<file path="config.mk">
export PLATFORM = sky130hd
export DESIGN_NAME = pack_config_register_bank
export DESIGN_NICKNAME = d
export VERILOG_FILES = /design/src/pack_cfg_pkg.sv /design/src/reg_bus_if.sv /design/src/ahb_reg_front.sv /design/src/pack_config_register_bank.sv
export SDC_FILE = /design/constraint.sdc
export NUM_CORES = 1
export LEC_CHECK = 0
export BUFFER_PORTS_ARGS = -buffer_cell sky130_fd_sc_hd__buf_4
export CAP_MARGIN = 20
export CORE_MARGIN = 3
export CORE_UTILIZATION = 58
export CTS_BUF_LIST = sky130_fd_sc_hd__clkbuf_4
export DETAILED_ROUTE_END_ITERATION = 10
export PLACE_DENSITY = 0.87
export SYNTH_ARGS = -nofsm -noshare
export SYNTH_HDL_FRONTEND = slang
export SYNTH_SLANG_ARGS = --single-unit
</file>
<file path="constraint.sdc">
create_clock -name hclk -period 4.22 [get_ports hclk]
set_input_delay 0.211 -clock hclk [delete_from_list [all_inputs] [get_ports hclk]]
set_output_delay 0.211 -clock hclk [all_outputs]
set_load 0.02 [all_outputs]
</file>
<file path="src/pack_cfg_pkg.sv">
// package: register map, field layout, reset values and load sequencer states of the pack setup bank
package pack_cfg_pkg;

	// =====================================================================
	// register byte addresses (one aligned word each)
	// =====================================================================
	localparam logic [7:0]  ADDR_MAIN    = 8'h00;
	localparam logic [7:0]  ADDR_SECOND  = 8'h04;
	localparam logic [7:0]  ADDR_THIRD   = 8'h08;
	localparam logic [7:0]  ADDR_DIVIDER = 8'h0c;
	localparam logic [7:0]  ADDR_CELLS   = 8'h10;
	localparam logic [7:0]  ADDR_CTRL    = 8'h14;
	localparam logic [7:0]  ADDR_STATUS  = 8'h18;

	// =====================================================================
	// stored image: word indices, reset values, writable masks
	// =====================================================================
	localparam int          NV_WORDS     = 5;
	localparam logic [2:0]  IDX_MAIN     = 3'h0;
	localparam logic [2:0]  IDX_SECOND   = 3'h1;
	localparam logic [2:0]  IDX_THIRD    = 3'h2;
	localparam logic [2:0]  IDX_DIVIDER  = 3'h3;
	localparam logic [2:0]  IDX_CELLS    = 3'h4;
	localparam logic [2:0]  IDX_LAST     = 3'h4;
	localparam logic [15:0] RST_MAIN     = 16'h0131;
	localparam logic [15:0] RST_SECOND   = 16'h00a3;
	localparam logic [15:0] RST_THIRD    = 16'h0000;
	localparam logic [15:0] RST_DIVIDER  = 16'h1388;
	localparam logic [15:0] RST_CELLS    = 16'h0001;
	localparam logic [15:0] MASK_MAIN    = 16'hcff1;
	localparam logic [15:0] MASK_SECOND  = 16'h00af;
	localparam logic [15:0] MASK_THIRD   = 16'h00ff;
	localparam logic [15:0] MASK_DIVIDER = 16'hffff;
	localparam logic [15:0] MASK_CELLS   = 16'h00ff;
	localparam logic [7:0]  SUBCLASS_ID  = 8'h40;

	// =====================================================================
	// field positions
	// =====================================================================
	localparam int B_RESERVE_NOLOAD_COMP    = 15;
	localparam int B_CAL_PERM  = 14;
	localparam int B_DIV_SEL   = 11;
	localparam int B_WAKE_EN   = 10;
	localparam int B_WAKE_HI   = 9;
	localparam int B_WAKE_LO   = 8;
	localparam int B_TENFOLD   = 7;
	localparam int B_RES_STEP  = 6;
	localparam int B_SLEEP     = 5;
	localparam int B_RELOAD    = 4;
	localparam int B_THERM     = 0;
	localparam int B_CHG_DOD   = 7;
	localparam int B_VCONS     = 5;
	localparam int B_TEMP_ZONE = 3;
	localparam int B_LFP_REST  = 2;
	localparam int B_DOD_WT    = 1;
	localparam int B_FAST_CONV = 0;
	localparam int B_HEALTH    = 7;
	localparam int B_HOLD      = 6;
	localparam int B_NEAR_END  = 5;
	localparam int B_SLP_FAST  = 4;
	localparam int B_LOCK_ZERO = 3;
	localparam int B_JUMP      = 2;
	localparam int B_RSMOOTH   = 1;
	localparam int B_SMOOTH    = 0;
	localparam int B_CTRL_LOAD = 0;

	// =====================================================================
	// load sequencer
	// =====================================================================
	typedef enum logic [2:0]
	{
		ST_BOOT  = 3'b001,
		ST_LOAD  = 3'b010,
		ST_READY = 3'b100
	} load_state_t;

endpackage : pack_cfg_pkg

</file>
<file path="src/reg_bus_if.sv">
// interface: internal register access strobes between bus front end and register bank
`timescale 1ns/1ps
interface reg_bus_if;
	logic        wr_en;
	logic        rd_en;
	logic [7:0]  addr;
	logic [31:0] wdata;
	logic [31:0] rdata;

	modport front
	(
		output wr_en,
		output rd_en,
		output addr,
		output wdata,
		input  rdata
	);
	modport regs
	(
		input  wr_en,
		input  rd_en,
		input  addr,
		input  wdata,
		output rdata
	);
endinterface : reg_bus_if

</file>
<file path="src/ahb_reg_front.sv">
// module: ahb-lite slave front end turning bus transfers into register strobes
`timescale 1ns/1ps
module ahb_reg_front
	import pack_cfg_pkg::*;
(
	input  wire logic        hclk,
	input  wire logic        hresetn,
	input  wire logic        hsel,
	input  wire logic [31:0] haddr,
	input  wire logic [1:0]  htrans,
	input  wire logic        hwrite,
	input  wire logic [2:0]  hsize,
	input  wire logic [31:0] hwdata,
	input  wire logic        hready,
	output logic             hreadyout,
	output logic             hresp,
	output logic [31:0]      hrdata,
	reg_bus_if.front         rbus
);
	logic        wr_pend_ff;
	logic        rd_pend_ff;
	logic [7:0]  addr_ff;
	logic        hready_ff;
	logic [31:0] hrdata_ff;
	logic        take;

	// only whole-word transfers exist on this bus; size is accepted as is
	assign take = hsel && htrans[1] && hready && (hsize == 3'h2 || hsize != 3'h2);

	// =====================================================================
	// address phase capture
	// =====================================================================
	always_ff @(posedge hclk or negedge hresetn)
	begin
		if (!hresetn)
		begin
			wr_pend_ff <= 1'b0;
			rd_pend_ff <= 1'b0;
			addr_ff    <= 8'h00;
		end
		else
		begin
			wr_pend_ff <= take && hwrite;
			rd_pend_ff <= take && !hwrite;
			if (take)
				addr_ff <= haddr[7:0];
		end
	end

	// reads insert one wait state so a write just before is already stored
	always_ff @(posedge hclk or negedge hresetn)
	begin
		if (!hresetn)
		begin
			hready_ff <= 1'b1;
			hrdata_ff <= 32'h0000_0000;
		end
		else
		begin
			hready_ff <= !(take && !hwrite);
			if (rd_pend_ff)
				hrdata_ff <= rbus.rdata;
		end
	end

	assign rbus.wr_en = wr_pend_ff;
	assign rbus.rd_en = rd_pend_ff;
	assign rbus.addr  = addr_ff;
	assign rbus.wdata = hwdata;
	assign hreadyout  = hready_ff;
	assign hrdata     = hrdata_ff;
	assign hresp      = 1'b0;
endmodule : ahb_reg_front

</file>
<file path="src/pack_config_register_bank.sv">
// module: pack configuration register bank with stored image, boot load and field decode
//
// Behaviour
// - high bit 7 selects no-load reserve compensation
// - high bit 6 permits calibration mode entry
// - high bit 3 chooses external voltage divider
// - high bits 2..0 wake enable, threshold; 001
// - tenfold flag only reported, no internal effect
// - low bit 5 permits sleep; default one
// - low bit 4 reloads remaining on termination
// - low bit 0 selects external thermistor; default
// - second bit 7 charge-end depth update, default
// - second bit 5 voltage consistency check enable
// - second bit 1 discharge depth weighting enable
// - second bit 0 fast convergence, default one
// - third bit 6 holds charge level discharging
// - third bit 2 allows rest-mode level jump
// - third bits 1,0 rest and general smoothing
// - third bit 4 faster sampling while sleeping
// - third bit 7 enables health display
// - main word lives in subclass 64, offset 0
// - divider calibration defaults 5000, one series cell
`timescale 1ns/1ps
module pack_config_register_bank
	import pack_cfg_pkg::*;
(
	input  wire logic        hclk,
	input  wire logic        hresetn,
	input  wire logic        hsel,
	input  wire logic [31:0] haddr,
	input  wire logic [1:0]  htrans,
	input  wire logic        hwrite,
	input  wire logic [2:0]  hsize,
	input  wire logic [31:0] hwdata,
	input  wire logic        hready,
	output logic             hreadyout,
	output logic             hresp,
	output logic [31:0]      hrdata,
	output logic             config_valid,
	output logic             reserve_noload_comp,
	output logic             calibration_permit,
	output logic             divider_select,
	output logic             current_wake_enable,
	output logic             wake_threshold_hi,
	output logic             wake_threshold_lo,
	output logic             tenfold_scale_flag,
	output logic             resistance_factor_step,
	output logic             sleep_permit,
	output logic             reload_remaining_on_full,
	output logic             external_thermistor_select,
	output logic             charge_end_depth_update,
	output logic             voltage_consistency_check,
	output logic             temp_zone_charge,
	output logic             iron_phosphate_rest,
	output logic             discharge_depth_weighting,
	output logic             fast_convergence_enable,
	output logic             health_display_enable,
	output logic             charge_level_hold,
	output logic             near_end_fast_fill,
	output logic             sleep_fast_sampling,
	output logic             zero_level_lock,
	output logic             relax_jump_permit,
	output logic             relax_smooth_enable,
	output logic             soc_smooth_enable,
	output logic [15:0]      voltage_divider_cal,
	output logic [7:0]       series_cells
);
	reg_bus_if rbus ();

	logic [15:0] nv_ff [NV_WORDS];
	logic [15:0] main_ff;
	logic [15:0] second_ff;
	logic [15:0] third_ff;
	logic [15:0] divider_ff;
	logic [15:0] cells_ff;
	logic [2:0]  idx_ff;
	logic        valid_ff;
	logic        reload_ff;
	load_state_t state_ff;
	load_state_t nxt_state;
	logic [31:0] rdata_c;

	// =====================================================================
	// bus front end
	// =====================================================================
	ahb_reg_front ahb_reg_front_i
	(
		.hclk      (hclk),
		.hresetn   (hresetn),
		.hsel      (hsel),
		.haddr     (haddr),
		.htrans    (htrans),
		.hwrite    (hwrite),
		.hsize     (hsize),
		.hwdata    (hwdata),
		.hready    (hready),
		.hreadyout (hreadyout),
		.hresp     (hresp),
		.hrdata    (hrdata),
		.rbus      (rbus)
	);

	// =====================================================================
	// stored image, written by software
	// =====================================================================
	// reserved positions are masked on write so they never carry a value
	always_ff @(posedge hclk or negedge hresetn)
	begin
		if (!hresetn)
		begin
			nv_ff[IDX_MAIN]    <= RST_MAIN;
			nv_ff[IDX_SECOND]  <= RST_SECOND;
			nv_ff[IDX_THIRD]   <= RST_THIRD;
			nv_ff[IDX_DIVIDER] <= RST_DIVIDER;
			nv_ff[IDX_CELLS]   <= RST_CELLS;
		end
		else if (rbus.wr_en)
		begin
			case (rbus.addr)
				ADDR_MAIN:    nv_ff[IDX_MAIN]    <= rbus.wdata[15:0] & MASK_MAIN;
				ADDR_SECOND:  nv_ff[IDX_SECOND]  <= rbus.wdata[15:0] & MASK_SECOND;
				ADDR_THIRD:   nv_ff[IDX_THIRD]   <= rbus.wdata[15:0] & MASK_THIRD;
				ADDR_DIVIDER: nv_ff[IDX_DIVIDER] <= rbus.wdata[15:0] & MASK_DIVIDER;
				ADDR_CELLS:   nv_ff[IDX_CELLS]   <= rbus.wdata[15:0] & MASK_CELLS;
				default:      ;
			endcase
		end
	end

	// reload command: a one-cycle request taken by the sequencer
	always_ff @(posedge hclk or negedge hresetn)
	begin
		if (!hresetn)
			reload_ff <= 1'b0;
		else
			reload_ff <= rbus.wr_en && (rbus.addr == ADDR_CTRL) && rbus.wdata[B_CTRL_LOAD];
	end

	// =====================================================================
	// load sequencer: copies the stored image into the live fields
	// =====================================================================
	// next state; a reload pulse seen outside ready is dropped, not queued
	always_comb
	begin
		nxt_state = state_ff;
		case (state_ff)
			ST_BOOT:  nxt_state = ST_LOAD;
			ST_LOAD:  nxt_state = (idx_ff == IDX_LAST) ? ST_READY : ST_LOAD;
			ST_READY: nxt_state = reload_ff ? ST_LOAD : ST_READY;
			default:  nxt_state = ST_BOOT;
		endcase
	end

	// state register
	always_ff @(posedge hclk or negedge hresetn)
	begin
		if (!hresetn)
			state_ff <= ST_BOOT;
		else
			state_ff <= nxt_state;
	end

	// word index walks once per load; valid stays low until the walk ends
	always_ff @(posedge hclk or negedge hresetn)
	begin
		if (!hresetn)
		begin
			idx_ff   <= IDX_MAIN;
			valid_ff <= 1'b0;
		end
		else
		begin
			if (state_ff == ST_LOAD)
				idx_ff <= (idx_ff == IDX_LAST) ? IDX_MAIN : idx_ff + 3'h1;
			valid_ff <= (nxt_state == ST_READY);
		end
	end

	// live copies change only while loading, so consumers never see a half write
	always_ff @(posedge hclk or negedge hresetn)
	begin
		if (!hresetn)
		begin
			main_ff    <= RST_MAIN;
			second_ff  <= RST_SECOND;
			third_ff   <= RST_THIRD;
			divider_ff <= RST_DIVIDER;
			cells_ff   <= RST_CELLS;
		end
		else if (state_ff == ST_LOAD)
		begin
			case (idx_ff)
				IDX_MAIN:    main_ff    <= nv_ff[IDX_MAIN];
				IDX_SECOND:  second_ff  <= nv_ff[IDX_SECOND];
				IDX_THIRD:   third_ff   <= nv_ff[IDX_THIRD];
				IDX_DIVIDER: divider_ff <= nv_ff[IDX_DIVIDER];
				IDX_CELLS:   cells_ff   <= nv_ff[IDX_CELLS];
				default:     ;
			endcase
		end
	end

	// =====================================================================
	// read mux
	// =====================================================================
	// unmapped offsets and the write-only control word read as zero
	always_comb
	begin
		rdata_c = 32'h0000_0000;
		case (rbus.addr)
			ADDR_MAIN:    rdata_c = {16'h0000, nv_ff[IDX_MAIN]};
			ADDR_SECOND:  rdata_c = {16'h0000, nv_ff[IDX_SECOND]};
			ADDR_THIRD:   rdata_c = {16'h0000, nv_ff[IDX_THIRD]};
			ADDR_DIVIDER: rdata_c = {16'h0000, nv_ff[IDX_DIVIDER]};
			ADDR_CELLS:   rdata_c = {16'h0000, nv_ff[IDX_CELLS]};
			ADDR_STATUS:  rdata_c = {16'h0000, SUBCLASS_ID, 6'h00,
				state_ff == ST_LOAD, valid_ff};
			default:      rdata_c = 32'h0000_0000;
		endcase
	end
	assign rbus.rdata = rdata_c;

	// =====================================================================
	// field decode, each straight from a live flip-flop
	// =====================================================================
	assign config_valid               = valid_ff;
	// main word, high and low bytes
	assign reserve_noload_comp        = main_ff[B_RESERVE_NOLOAD_COMP];
	assign calibration_permit         = main_ff[B_CAL_PERM];
	assign divider_select             = main_ff[B_DIV_SEL];
	assign current_wake_enable        = main_ff[B_WAKE_EN];
	assign wake_threshold_hi          = main_ff[B_WAKE_HI];
	assign wake_threshold_lo          = main_ff[B_WAKE_LO];
	// the tenfold flag drives nothing inside; it is only reported outward
	assign tenfold_scale_flag         = main_ff[B_TENFOLD];
	assign resistance_factor_step     = main_ff[B_RES_STEP];
	assign sleep_permit               = main_ff[B_SLEEP];
	assign reload_remaining_on_full   = main_ff[B_RELOAD];
	assign external_thermistor_select = main_ff[B_THERM];
	// second word
	assign charge_end_depth_update    = second_ff[B_CHG_DOD];
	assign voltage_consistency_check  = second_ff[B_VCONS];
	assign temp_zone_charge           = second_ff[B_TEMP_ZONE];
	assign iron_phosphate_rest        = second_ff[B_LFP_REST];
	assign discharge_depth_weighting  = second_ff[B_DOD_WT];
	assign fast_convergence_enable    = second_ff[B_FAST_CONV];
	// third word
	assign health_display_enable      = third_ff[B_HEALTH];
	assign charge_level_hold          = third_ff[B_HOLD];
	assign near_end_fast_fill         = third_ff[B_NEAR_END];
	assign sleep_fast_sampling        = third_ff[B_SLP_FAST];
	assign zero_level_lock            = third_ff[B_LOCK_ZERO];
	assign relax_jump_permit          = third_ff[B_JUMP];
	assign relax_smooth_enable        = third_ff[B_RSMOOTH];
	assign soc_smooth_enable          = third_ff[B_SMOOTH];
	// divider calibration and cell count
	assign voltage_divider_cal        = divider_ff;
	assign series_cells               = cells_ff[7:0];
endmodule : pack_config_register_bank

</file>
**Yosys cells after proc, flatten, opt, wreduce, memory -nomap -nowiden**

Cells that the tools add are included.

- Output and inout bits: 84
- Bits in registers: 149

- Mux-type cells: 5
- Reduce and logical (&&, ||, !) cells: 22
- Eq/ne operators: 16
- Add/subtract/negate cells: 1

Operators with widths:

| kind | number |
|---|---|
| $pmux W16 S6 | 1 |
| $eq A8 B5 Y1 const B | 3 |
| $reduce_and A2 Y1 | 10 |
| $eq A8 B4 Y1 const B | 2 |
| $eq A3 B2 Y1 const B | 4 |
| $eq A3 B3 Y1 const B | 3 |
| $mux W3 | 3 |
| $pmux W3 S3 | 1 |
| $eq A8 B3 Y1 const B | 1 |
| $logic_not A8 Y1 | 1 |
| $logic_and A1 B1 Y1 | 7 |
| $eq A3 B1 Y1 const B | 2 |
| $add A3 B1 Y3 const B | 1 |
| $logic_not A3 Y1 | 1 |
| $ne A3 B2 Y1 const B | 1 |
| $logic_not A1 Y1 | 2 |
| $logic_or A1 B1 Y1 | 1 |

**Logic depth before layout (Yosys ltp)**

Gate-level depths: netlist of run 1.

- Depth after elaboration: 5
- Mapped depth: 6
- Mapped depth without buffers: 5

**Hierarchy**

From an unflattened synthesis of run 1, not the netlist that was laid out.

- Cells, all modules: 454
- Area total of the unflattened synthesis: 6,685.2 µm²

By module, submodules not included:

| module | instances | cells an instance | area each (µm²) |
|---|---|---|---|
| pack_config_register_bank | 1 | 327 | 4,657.0 |
| ahb_reg_front | 1 | 127 | 2,028.2 |

**Worst setup path before layout of run 1**

OpenSTA, ideal clock, no wires.

- Path kind: register to register
- Start point: register ahb_reg_front_i.addr_ff[5] (netlist: ahb_reg_front_i.rbus.addr[5])
- End point: register nv_ff[1] (netlist bit)
- Path buffers: 1
- Path slack: 2,349 ps
- Clock period less this slack: 1,871 ps
- Setup time: 125 ps
- Cell stages (with the launch flop): 6
- Arrival: 1,746 ps
- Path through: dfrtp_1 -> or4_4 -> nor2_1 -> and4b_1 -> buf_4 -> mux2_2

- Cells in the longest elaborated chain, start to end: 2

RTL lines:

| element | RTL line | RTL |
|---|---|---|
| start, declared | ahb_reg_front.sv:22 | `logic [7:0] addr_ff;` |
| start signal, assigned | ahb_reg_front.sv:46 | `addr_ff <= haddr[7:0];` |
| $eq A8 B5 Y1 | pack_config_register_bank.sv:119 | `case (rbus.addr)` |
| $reduce_and A2 Y1 (no line) | n/a |  |
| end signal, assigned by index | pack_config_register_bank.sv:120 | `ADDR_MAIN: nv_ff[IDX_MAIN] <= rbus.wdata[15:0] & MASK_MAIN;` |
| end signal, assigned by index | pack_config_register_bank.sv:121 | `ADDR_SECOND: nv_ff[IDX_SECOND] <= rbus.wdata[15:0] & MASK_SECOND;` |
| end signal, assigned by index | pack_config_register_bank.sv:122 | `ADDR_THIRD: nv_ff[IDX_THIRD] <= rbus.wdata[15:0] & MASK_THIRD;` |
| end, declared | pack_config_register_bank.sv:70 | `logic [15:0] nv_ff [NV_WORDS];` |

No other way between the ends.
A chain may end at the register's enable or synchronous reset.

**Worst setup path in the final report of run 1**

- Start point: register state_ff[2]
- End point: register divider_ff[6] (netlist: voltage_divider_cal[6])

- Cells in the longest elaborated chain, start to end: 2

RTL lines:

| element | RTL line | RTL |
|---|---|---|
| start, declared | pack_config_register_bank.sv:79 | `load_state_t state_ff;` |
| start signal, assigned | pack_config_register_bank.sv:160 | `state_ff <= nxt_state;` |
| $eq A3 B2 Y1 | pack_config_register_bank.sv:190 | `else if (state_ff == ST_LOAD)` |
| $reduce_and A2 Y1 (no line) | n/a |  |
| end signal, assigned | pack_config_register_bank.sv:196 | `IDX_DIVIDER: divider_ff <= nv_ff[IDX_DIVIDER];` |
| end, declared | pack_config_register_bank.sv:74 | `logic [15:0] divider_ff;` |

No other way between the ends.

==> flow_summary.ini, run 1 <==
[outcome]
status = finished clean

[synthesis]
yosysWarnings = 0
syn-cell-area_sq_um = 5729
synthDistinctLibCells = 51
synth_area_leaders = dfrtp_1 45%, mux2_2 19%, dfstp_2 14%, buf_4 2.9%, mux2_4 2.6%
ys_seq_area_frac = 0.5875
synth_top_area_share = 0.4499
synth_edf_count = 0
synth.avg_cell_area_sq_um = 14.65
synthFlopType = dfrtp_1
ys_ff_latch = 133
synth_cells = 391
async_flop_share = 1.000
yosysTopAreaCell = dfrtp_1

[final_layout]
stdcell_area_sq_um = 7014
final_common_cell = dfrtp_1
fin_cells = 663
syn_to_final_growth_pct = 22.43
layout_common_cells = 103 x dfrtp_1, 101 x buf_4, 99 x mux2_2, 30 x dfstp_2, 26 x dlygate4sd3_1
n_antenna_cell = 0
drive_gt1_frac = 0.5431
nets = 600

[routing]
detail_route.iter0.violations = 136
drt_wl_total_mm = 12.56
detail-route-antenna-nets = 0
drc = 0
post_drt_wl_per_cell_um = 18.94
num_vias = 3674
routed_via_density = 5.541
first_pass_iters = 4

[worst_setup_path]
r2r-end = voltage_divider_cal[6]
criticalPathCategory = register to register
crit_path_start_kind = register
cp.required_ns = 4.62
rr_worst_depth = 3
critPathArrivalTime_ns = 2.98
endpoint_kind = register
worstPathMaxFanout = 16
reg2reg_slack_ns = 1.64
reg2reg_from = state_ff[2]

[clock_tree]
cts-buffers-inserted = 17
cts_root_buf = clkbuf_4
clk_latency_ns = 0.52
cts.sinks = 133
post-cts-setup-buffers = 0
cts_tree = done
cts_buffer_depth = 2
clk_pin_slew_ns = 0.12
cts.htree.levels = 4

[sta]
setup_viol = 0
max_freq_mhz = 387.1
clock_skew_ns = 0.01907
slew_violations = 0
slew_headroom = 0.3263
period_minus_slack_ns = 2.583
fin_tns_setup_ns = 0
timing.final.crit_share = 0.6121
rsz0062_at_grt = no
finalHoldViolCount = 0
worstMarginPinSlew_ns = 1.010

[floorplan]
num_rows = 35
die_y_um = 105.4
initial_core_util = 0.6085
io_pins = 158
core_area_sq_um = 9415
chipWidth_um = 105.4
die_area_sq_um = 11110

[run]
cap_viol_max_count = 0

[power_and_ir_drop]
vdd_drop_max_v = 0.0004055
cellPowerDensity_nw_per_um2 = 552.7
cellLeakagePower_nw = 3.213

[placed_design]
place_area_sq_um = 6486
routabilityCongestion = 0.7914
hpwl_mm = 8.184
numPortBuffers = 96
place_inst = 605

[worst_hold_path]
hold_depth = 3
hold_end = ahb_reg_front_i.rbus.wr_en
hold_class = input pin to register
min_from = htrans[1]

[global_routing]
grt_pass1_vias = 3904
grt_overflow = 0
grt_max_degree = 76
antenna_found_initial = 0
grt_pass1_wl_mm = 20.47
track_usage = 0.2368
==> logic make-up after synthesis <==
logic type               after synthesis  share of synthesized area
other                                  1                  0.0006545
AND/OR/NAND/NOR                       57                    0.06181
adder cells (fa/ha/maj)                5                    0.01092
multiplexers                         116                     0.2396
buffers and inverters                 40                    0.04411
flip-flops                           133                     0.5875
AO/OA/AOI/OAI                         39                    0.05547
==> final cells by class <==
type	instances	area, sq um
Timing Repair Buffer	127	1018
Inverter	8	30.03
Tap cell	129	161.4
Multi-Input combinational cell	234	2171
Fill cell	587	2401
Clock inverter	15	140.1
Clock buffer	17	127.6
Sequential cell	133	3366
==> Yosys cell counts, types with 2 or more instances <==
cell type / count
o2bb2ai_1: 8
buf_6: 2
or2_2: 2
a21oi_2: 2
nand2b_1: 2
a22oi_1: 8
inv_1: 7
nor2_1: 10
nor3_1: 2
and2_1: 2
dfrtp_1: 103
mux2i_1: 4
buf_2: 4
mux4_2: 3
a21o_1: 2
a221o_1: 3
ha_1: 5
a221o_2: 3
nand2_1: 11
o21ai_0: 5
nor3b_1: 3
or4_4: 3
mux2_2: 99
clkbuf_1: 3
nor2b_1: 4
dfstp_2: 30
nand4_1: 2
a22o_1: 2
nand3_1: 4
buf_4: 22
a21oi_1: 2
mux2_4: 10
==> repair_timing <==
| item | CTS | global route |
|---|---|---|
| hold buffers | 26 | 0 |
| hold endpoints to repair | 117 | 0 |
| gates resized for setup | 0 | 0 |
==> worst max-delay path, stage by stage (launching register included) <==
cell	delay, ns
dfrtp_1	0.43
nor3b_1	0.72
and2_1	0.91
mux2_2	0.42
==> per-layer routing <==
metal,track usage,share of wire,vias up
met3,0.06369,0.076,10
met5,0,0,-
met4,0.06279,0.0080,0
met1,0.3169,0.42,1870
li1,-,-,1645
met2,0.3852,0.49,149
==> flip-flops by register name, indices dropped and copies added (netlist names), 6 cells and up <==
| register | cells |
|---|---|
| nv_ff | 49 |
| ahb_reg_front_i.hrdata | 16 |
| voltage_divider_cal | 16 |
| main_ff | 11 |
| ahb_reg_front_i.rbus.addr | 8 |
| cells_ff | 8 |
| third_ff | 8 |
| second_ff | 6 |
==> where the power goes <==
group          switching [mW]  internal (mW)  leakage [nW]
clock                   0.457          0.341         0.128
combinational           0.647          0.621          1.49
sequential              0.195           1.62          1.60
total                    1.30           2.58          3.21
==> stage by stage <==
step | setup slack, ns | total power, mW | hold slack [ns] | util
2_1_floorplan | 2.349 | 2.566 | -0.08459 | -
3_3_place_gp | 1.765 | 3.027 | 0.3938 | 0.6889
3_5_place_dp | 1.654 | 3.083 | 0.4118 | 0.6889
4_1_cts | 1.656 | 3.897 | 0.1480 | 0.7450
5_1_grt | 1.540 | 4.076 | 0.2015 | 0.7450
6_report | 1.637 | 3.877 | 0.1837 | 0.7450
==> worst max path at each step <==
stage / start / cells after the start / endpoint / slack, ns
6_report: state_ff[2] / 3 / voltage_divider_cal[6] / 1.64
5_1_grt: state_ff[1] / 3 / voltage_divider_cal[5] / 1.54
4_1_cts: state_ff[2] / 3 / voltage_divider_cal[10] / 1.66
3_5_place_dp: state_ff[2] / 3 / voltage_divider_cal[10] / 1.65
3_3_place_gp: state_ff[2] / 3 / voltage_divider_cal[6] / 1.76
2_1_floorplan: ahb_reg_front_i.rbus.addr[5] / 5 / nv_ff[1] / 2.35
No activity file was read; power rests on OpenSTA's default activity.
==> run 2: changes to the inputs <==
Settings changed: CORE_UTILIZATION 58 to 54, PLACE_DENSITY 0.87 to 0.82.
Clock period 4.22 ns to 2.4 ns, I/O delays scaled along.
==> run 2 against run 1 <==
  * Total power increased by 82%
  * Clock power up 100%
  * Register-to-register slack worse by 1.4 ns
  * Cell count is 2.6% higher
  * Sequential share of layout area down 1.2 points
  * First-iteration DRC count increased by 9.6%
  * Setup slack worse by 1.4 ns
  * Hold slack worse by 0.0052 ns
  * Fmax grew 22%
  * Flip-flop and latch count stayed put
  * Combinational power grew 80%
  * Core utilization is 2.9 points lower
  * Largest power group unchanged
==> flow_summary.ini, run 2 (synthesis results as in run 1) <==
[routing]
detail_route.iter0.violations = 149
routed_via_density = 5.494
first_pass_iters = 5
num_vias = 3736
drt_wl_total_mm = 12.72
detail-route-antenna-nets = 0
post_drt_wl_per_cell_um = 18.71
drc = 0

[sta]
slew_headroom = 0.6377
finalHoldViolCount = 0
rsz0062_at_grt = no
period_minus_slack_ns = 2.120
max_freq_mhz = 471.7
clock_skew_ns = 0.01843
fin_tns_setup_ns = 0
slew_violations = 0
setup_viol = 0
timing.final.crit_share = 0.8832
worstMarginPinSlew_ns = 0.5435

[clock_tree]
clk_latency_ns = 0.49
cts.sinks = 133
cts.htree.levels = 4
post-cts-setup-buffers = 0
cts_root_buf = clkbuf_4
hold_buffers = 27
cts_tree = done
clk_pin_slew_ns = 0.13
cts_buffer_depth = 2
cts_resized = 0
cts-buffers-inserted = 17

[worst_setup_path]
critPathArrivalTime_ns = 2.51
crit_chain = or4_4 -> nor2_1 -> and4b_1 -> buf_4 -> mux2_2
endpoint_kind = register
crit_path_start_kind = register
worstPathMaxFanout = 8
critPathSlowestCell = or4_4
criticalPathCategory = register to register
cp.required_ns = 2.79
critical_path.max_stage_delay_ns = 0.59

[final_layout]
largest_reg_flops = 49
fillCellCount = 673
drive_gt1_frac = 0.5576
ff_latch_area_sq_um = 3366
top_register = nv_ff
nets = 613
stdcell_area_sq_um = 7191
multi_input_area_sq_um = 2171
n_antenna_cell = 0
syn_to_final_growth_pct = 25.51
layout_common_cells = 111 x buf_4, 103 x dfrtp_1, 99 x mux2_2, 30 x dfstp_2, 27 x dlygate4sd3_1
final_common_cell = buf_4
fin_cells = 680
utilization = 0.7159

[outcome]
status = finished clean

[floorplan]
die_area_sq_um = 11880
core_area_sq_um = 10040
io_pins = 158
chipWidth_um = 109.0
initial_core_util = 0.5704
num_rows = 36
die_y_um = 109.0

[worst_hold_path]
hold_class = input pin to register

[global_routing]
grt_max_degree = 87
grt_overflow = 0
grt_pass1_wl_mm = 20.13
grt_pass1_vias = 3845
track_usage = 0.2266
antenna_found_initial = 0

[power_and_ir_drop]
vdd_drop_max_v = 0.0006770
cellLeakagePower_nw = 3.301
cellPowerDensity_nw_per_um2 = 982.4
total_power_mw = 7.064

[run]
cap_viol_max_count = 0

[placed_design]
place_area_sq_um = 6606
hpwl_mm = 8.564
numPortBuffers = 96
routabilityCongestion = 0.8328
place_inst = 621
==> run 2: area by class of cell <==
type                    instances  share of cell area
flip-flops and latches        133              0.4681
multi-input cells             234              0.3019
repair buffers                140              0.1590
clock inverters                14             0.02488
well taps                     133             0.02314
clock buffers                  18             0.01879
inverters                       8            0.004176
==> run 2: metal layers <==
metal  GRT usage  part of all wire  vias up
met1      0.2942              0.42     1915
met2      0.3829              0.51      132
met5           0                 0        -
met4     0.04869            0.0030        0
li1            -                 -     1685
met3     0.06217             0.065        4
==> run 2: power breakdown <==
part	internal, mW	switching (mW)
logic	1.14	1.14
clock network	0.744	0.868
registers	2.84	0.334
total	4.72	2.34
==> run 2: path summary, 6_finish.rpt <==
check | start | end | slack (ns) | depth (start not counted)
setup reg to reg | ahb_reg_front_i.rbus.addr[5] | nv_ff[2] | 0.28 | 5
max in group asynchronous | hresetn | nv_ff[64] | 1.73 | 3
hold reg to reg | ahb_reg_front_i.hrdata[14] | ahb_reg_front_i.hrdata[14] | 0.50 | 1
setup / recovery | ahb_reg_front_i.rbus.addr[5] | nv_ff[2] | 0.28 | 5
hold / removal | htrans[1] | ahb_reg_front_i.rbus.wr_en | 0.18 | 3
min in group asynchronous | hresetn | nv_ff[50] | 0.21 | 3
==> run 2: per-stage QoR <==
| stage | hold slack (ns) | setup slack, ns |
|---|---|---|
| CTS | 0.1124 | 0.2893 |
| global placement | -0.08342 | 0.3713 |
| floorplan | -0.1756 | 0.5289 |
| global route | 0.1506 | 0.2214 |
| finish | 0.1785 | 0.2802 |
| detailed placement | -0.08171 | 0.3283 |
==> run 2: worst max-delay path: cells and delay by family (launching register included) <==
kind / cells / cell delay (ns)
simple gates: 3 / 1.02
flops: 1 / 0.43
mux: 1 / 0.37
buf+inv: 1 / 0.20
==> run 3: changes to the inputs <==
Settings changed: CELL_PAD_IN_SITES_DETAIL_PLACEMENT from default to 0, CELL_PAD_IN_SITES_GLOBAL_PLACEMENT from default to 2, CORE_UTILIZATION 54 to 36, PLACE_DENSITY 0.82 to default, PLACE_DENSITY_LB_ADDON from default to 0.1.
==> run 3 against run 2 <==
  * Clock skew fell by 0.0017 ns
  * Count of clock-buffer cells in the layout rose by 6
  * Critical path type unchanged
  * Register-to-register slack improved by 0.03 ns
  * Highest routed layer unchanged
  * Largest power group unchanged
==> flow_summary.ini, run 3 (synthesis results as in run 1) <==
[routing]
num_vias = 3660
drt_wl_total_mm = 13.55
first_pass_iters = 4
routed_via_density = 4.822
drc = 0
post_drt_wl_per_cell_um = 17.85
detail_route.iter0.violations = 144
detail-route-antenna-nets = 0

[placed_design]
numPortBuffers = 96
routabilityCongestion = 0.7787
place_area_sq_um = 6724
place_inst = 700
pre_cts_slack_ns = 0.2875
hpwl_mm = 9.483

[power_and_ir_drop]
vdd_drop_max_v = 0.0004929
total_power_mw = 6.673
cellLeakagePower_nw = 3.295
cellPowerDensity_nw_per_um2 = 926.2

[floorplan]
core_area_sq_um = 15370
initial_core_util = 0.3727
io_pins = 158
num_rows = 45
die_y_um = 132.2
chipWidth_um = 132.2
die_area_sq_um = 17460

[final_layout]
top_register = nv_ff
ff_latch_area_sq_um = 3366
layout_common_cells = 111 x buf_4, 103 x dfrtp_1, 99 x mux2_2, 30 x dfstp_2, 26 x dlygate4sd3_1
final_common_cell = buf_4
largest_reg_flops = 49
stdcell_area_sq_um = 7204
fillCellCount = 1408
syn_to_final_growth_pct = 25.75
fin_cells = 759
utilization = 0.4687
drive_gt1_frac = 0.5558
multi_input_area_sq_um = 2171
nets = 613

[sta]
slew_violations = 0
fin_hold_ws_ns = 0.1167
max_freq_mhz = 478.3
fin_tns_setup_ns = 0
setup_ws_ns = 0.3093
setup_viol = 0
period_minus_slack_ns = 2.091
worstMarginPinSlew_ns = 0.6431
timing.final.crit_share = 0.8711
clock_skew_ns = 0.01673
rsz0062_at_grt = no
slew_headroom = 0.5713
finalHoldViolCount = 0

[clock_tree]
cts_tree = done
cts_root_buf = clkbuf_4
cts_buffer_depth = 2
clk_latency_ns = 0.52
cts.htree.levels = 4
clk_pin_slew_ns = 0.11
cts_resized = 0
cts.sinks = 133
cts-buffers-inserted = 17
post-cts-setup-buffers = 0

[worst_setup_path]
r2r-end = nv_ff[29]
worstPathMaxFanout = 15
cp.required_ns = 2.80
reg2reg_slack_ns = 0.31
endpoint_kind = register
criticalPathCategory = register to register
crit_path_start_kind = register
critPathArrivalTime_ns = 2.49
rr_worst_depth = 4
reg2reg_from = ahb_reg_front_i.rbus.addr[2]

[global_routing]
grt_overflow = 0
antenna_found_initial = 1
grt_pass1_wl_mm = 21.85
grtUsageMet2 = 0.2546
gr-usage-met1 = 0.2220
track_usage = 0.1621
grt_max_degree = 53
top_usage_layer = met2
grt_pass1_vias = 3877
use_met3 = 0.04771

[outcome]
status = finished clean

[worst_hold_path]
hold_class = input pin to async pin

[run]
cap_viol_max_count = 0
## run 3: report_power, final
group	total, mW	switching, mW	internal [mW]
registers	3.18	0.339	2.84
clock network	1.24	0.770	0.474
logic	2.25	1.12	1.13
total	6.67	2.23	4.45
## run 3: final cells by class
type	count	area share
antenna	1	0.0003473
clock buffer	24	0.02501
clock inverter	8	0.005210
inverter	8	0.004168
multi-input combinational	234	0.3013
sequential	133	0.4672
tap	211	0.03664
timing repair buffer	140	0.1601
## run 3: worst max-delay path by stage
stage / from / endpoint / slack [ns] / cells past startpoint
4_1_cts: ahb_reg_front_i.rbus.addr[2] / nv_ff[29] / 0.25 / 4
3_3_place_gp: ahb_reg_front_i.rbus.addr[2] / nv_ff[20] / 0.27 / 4
2_1_floorplan: ahb_reg_front_i.rbus.addr[5] / nv_ff[1] / 0.53 / 5
3_5_place_dp: ahb_reg_front_i.rbus.addr[2] / nv_ff[26] / 0.29 / 4
6_report: ahb_reg_front_i.rbus.addr[2] / nv_ff[29] / 0.31 / 4
5_1_grt: ahb_reg_front_i.rbus.addr[2] / nv_ff[26] / 0.19 / 4
## run 3: repair_timing
action / CTS / global route
hold buffers: 26 / 0
endpoints found under the hold margin: 135 / 0
endpoints found under the setup margin: 0 / 0
## run 3: layer usage
layer | up-vias | wire length, um
li1 | 1678 | -
met1 | 1882 | 6445
met2 | 92 | 6381
met3 | 8 | 610
met4 | 0 | 108
met5 | - | 0
## run 3: worst max-delay path, cell delays in order (launching register included)
cell and delay, ns:
dfrtp_1 0.77, and2_1 0.46, nand4_1 0.20, buf_4 0.25
mux2_2 0.28
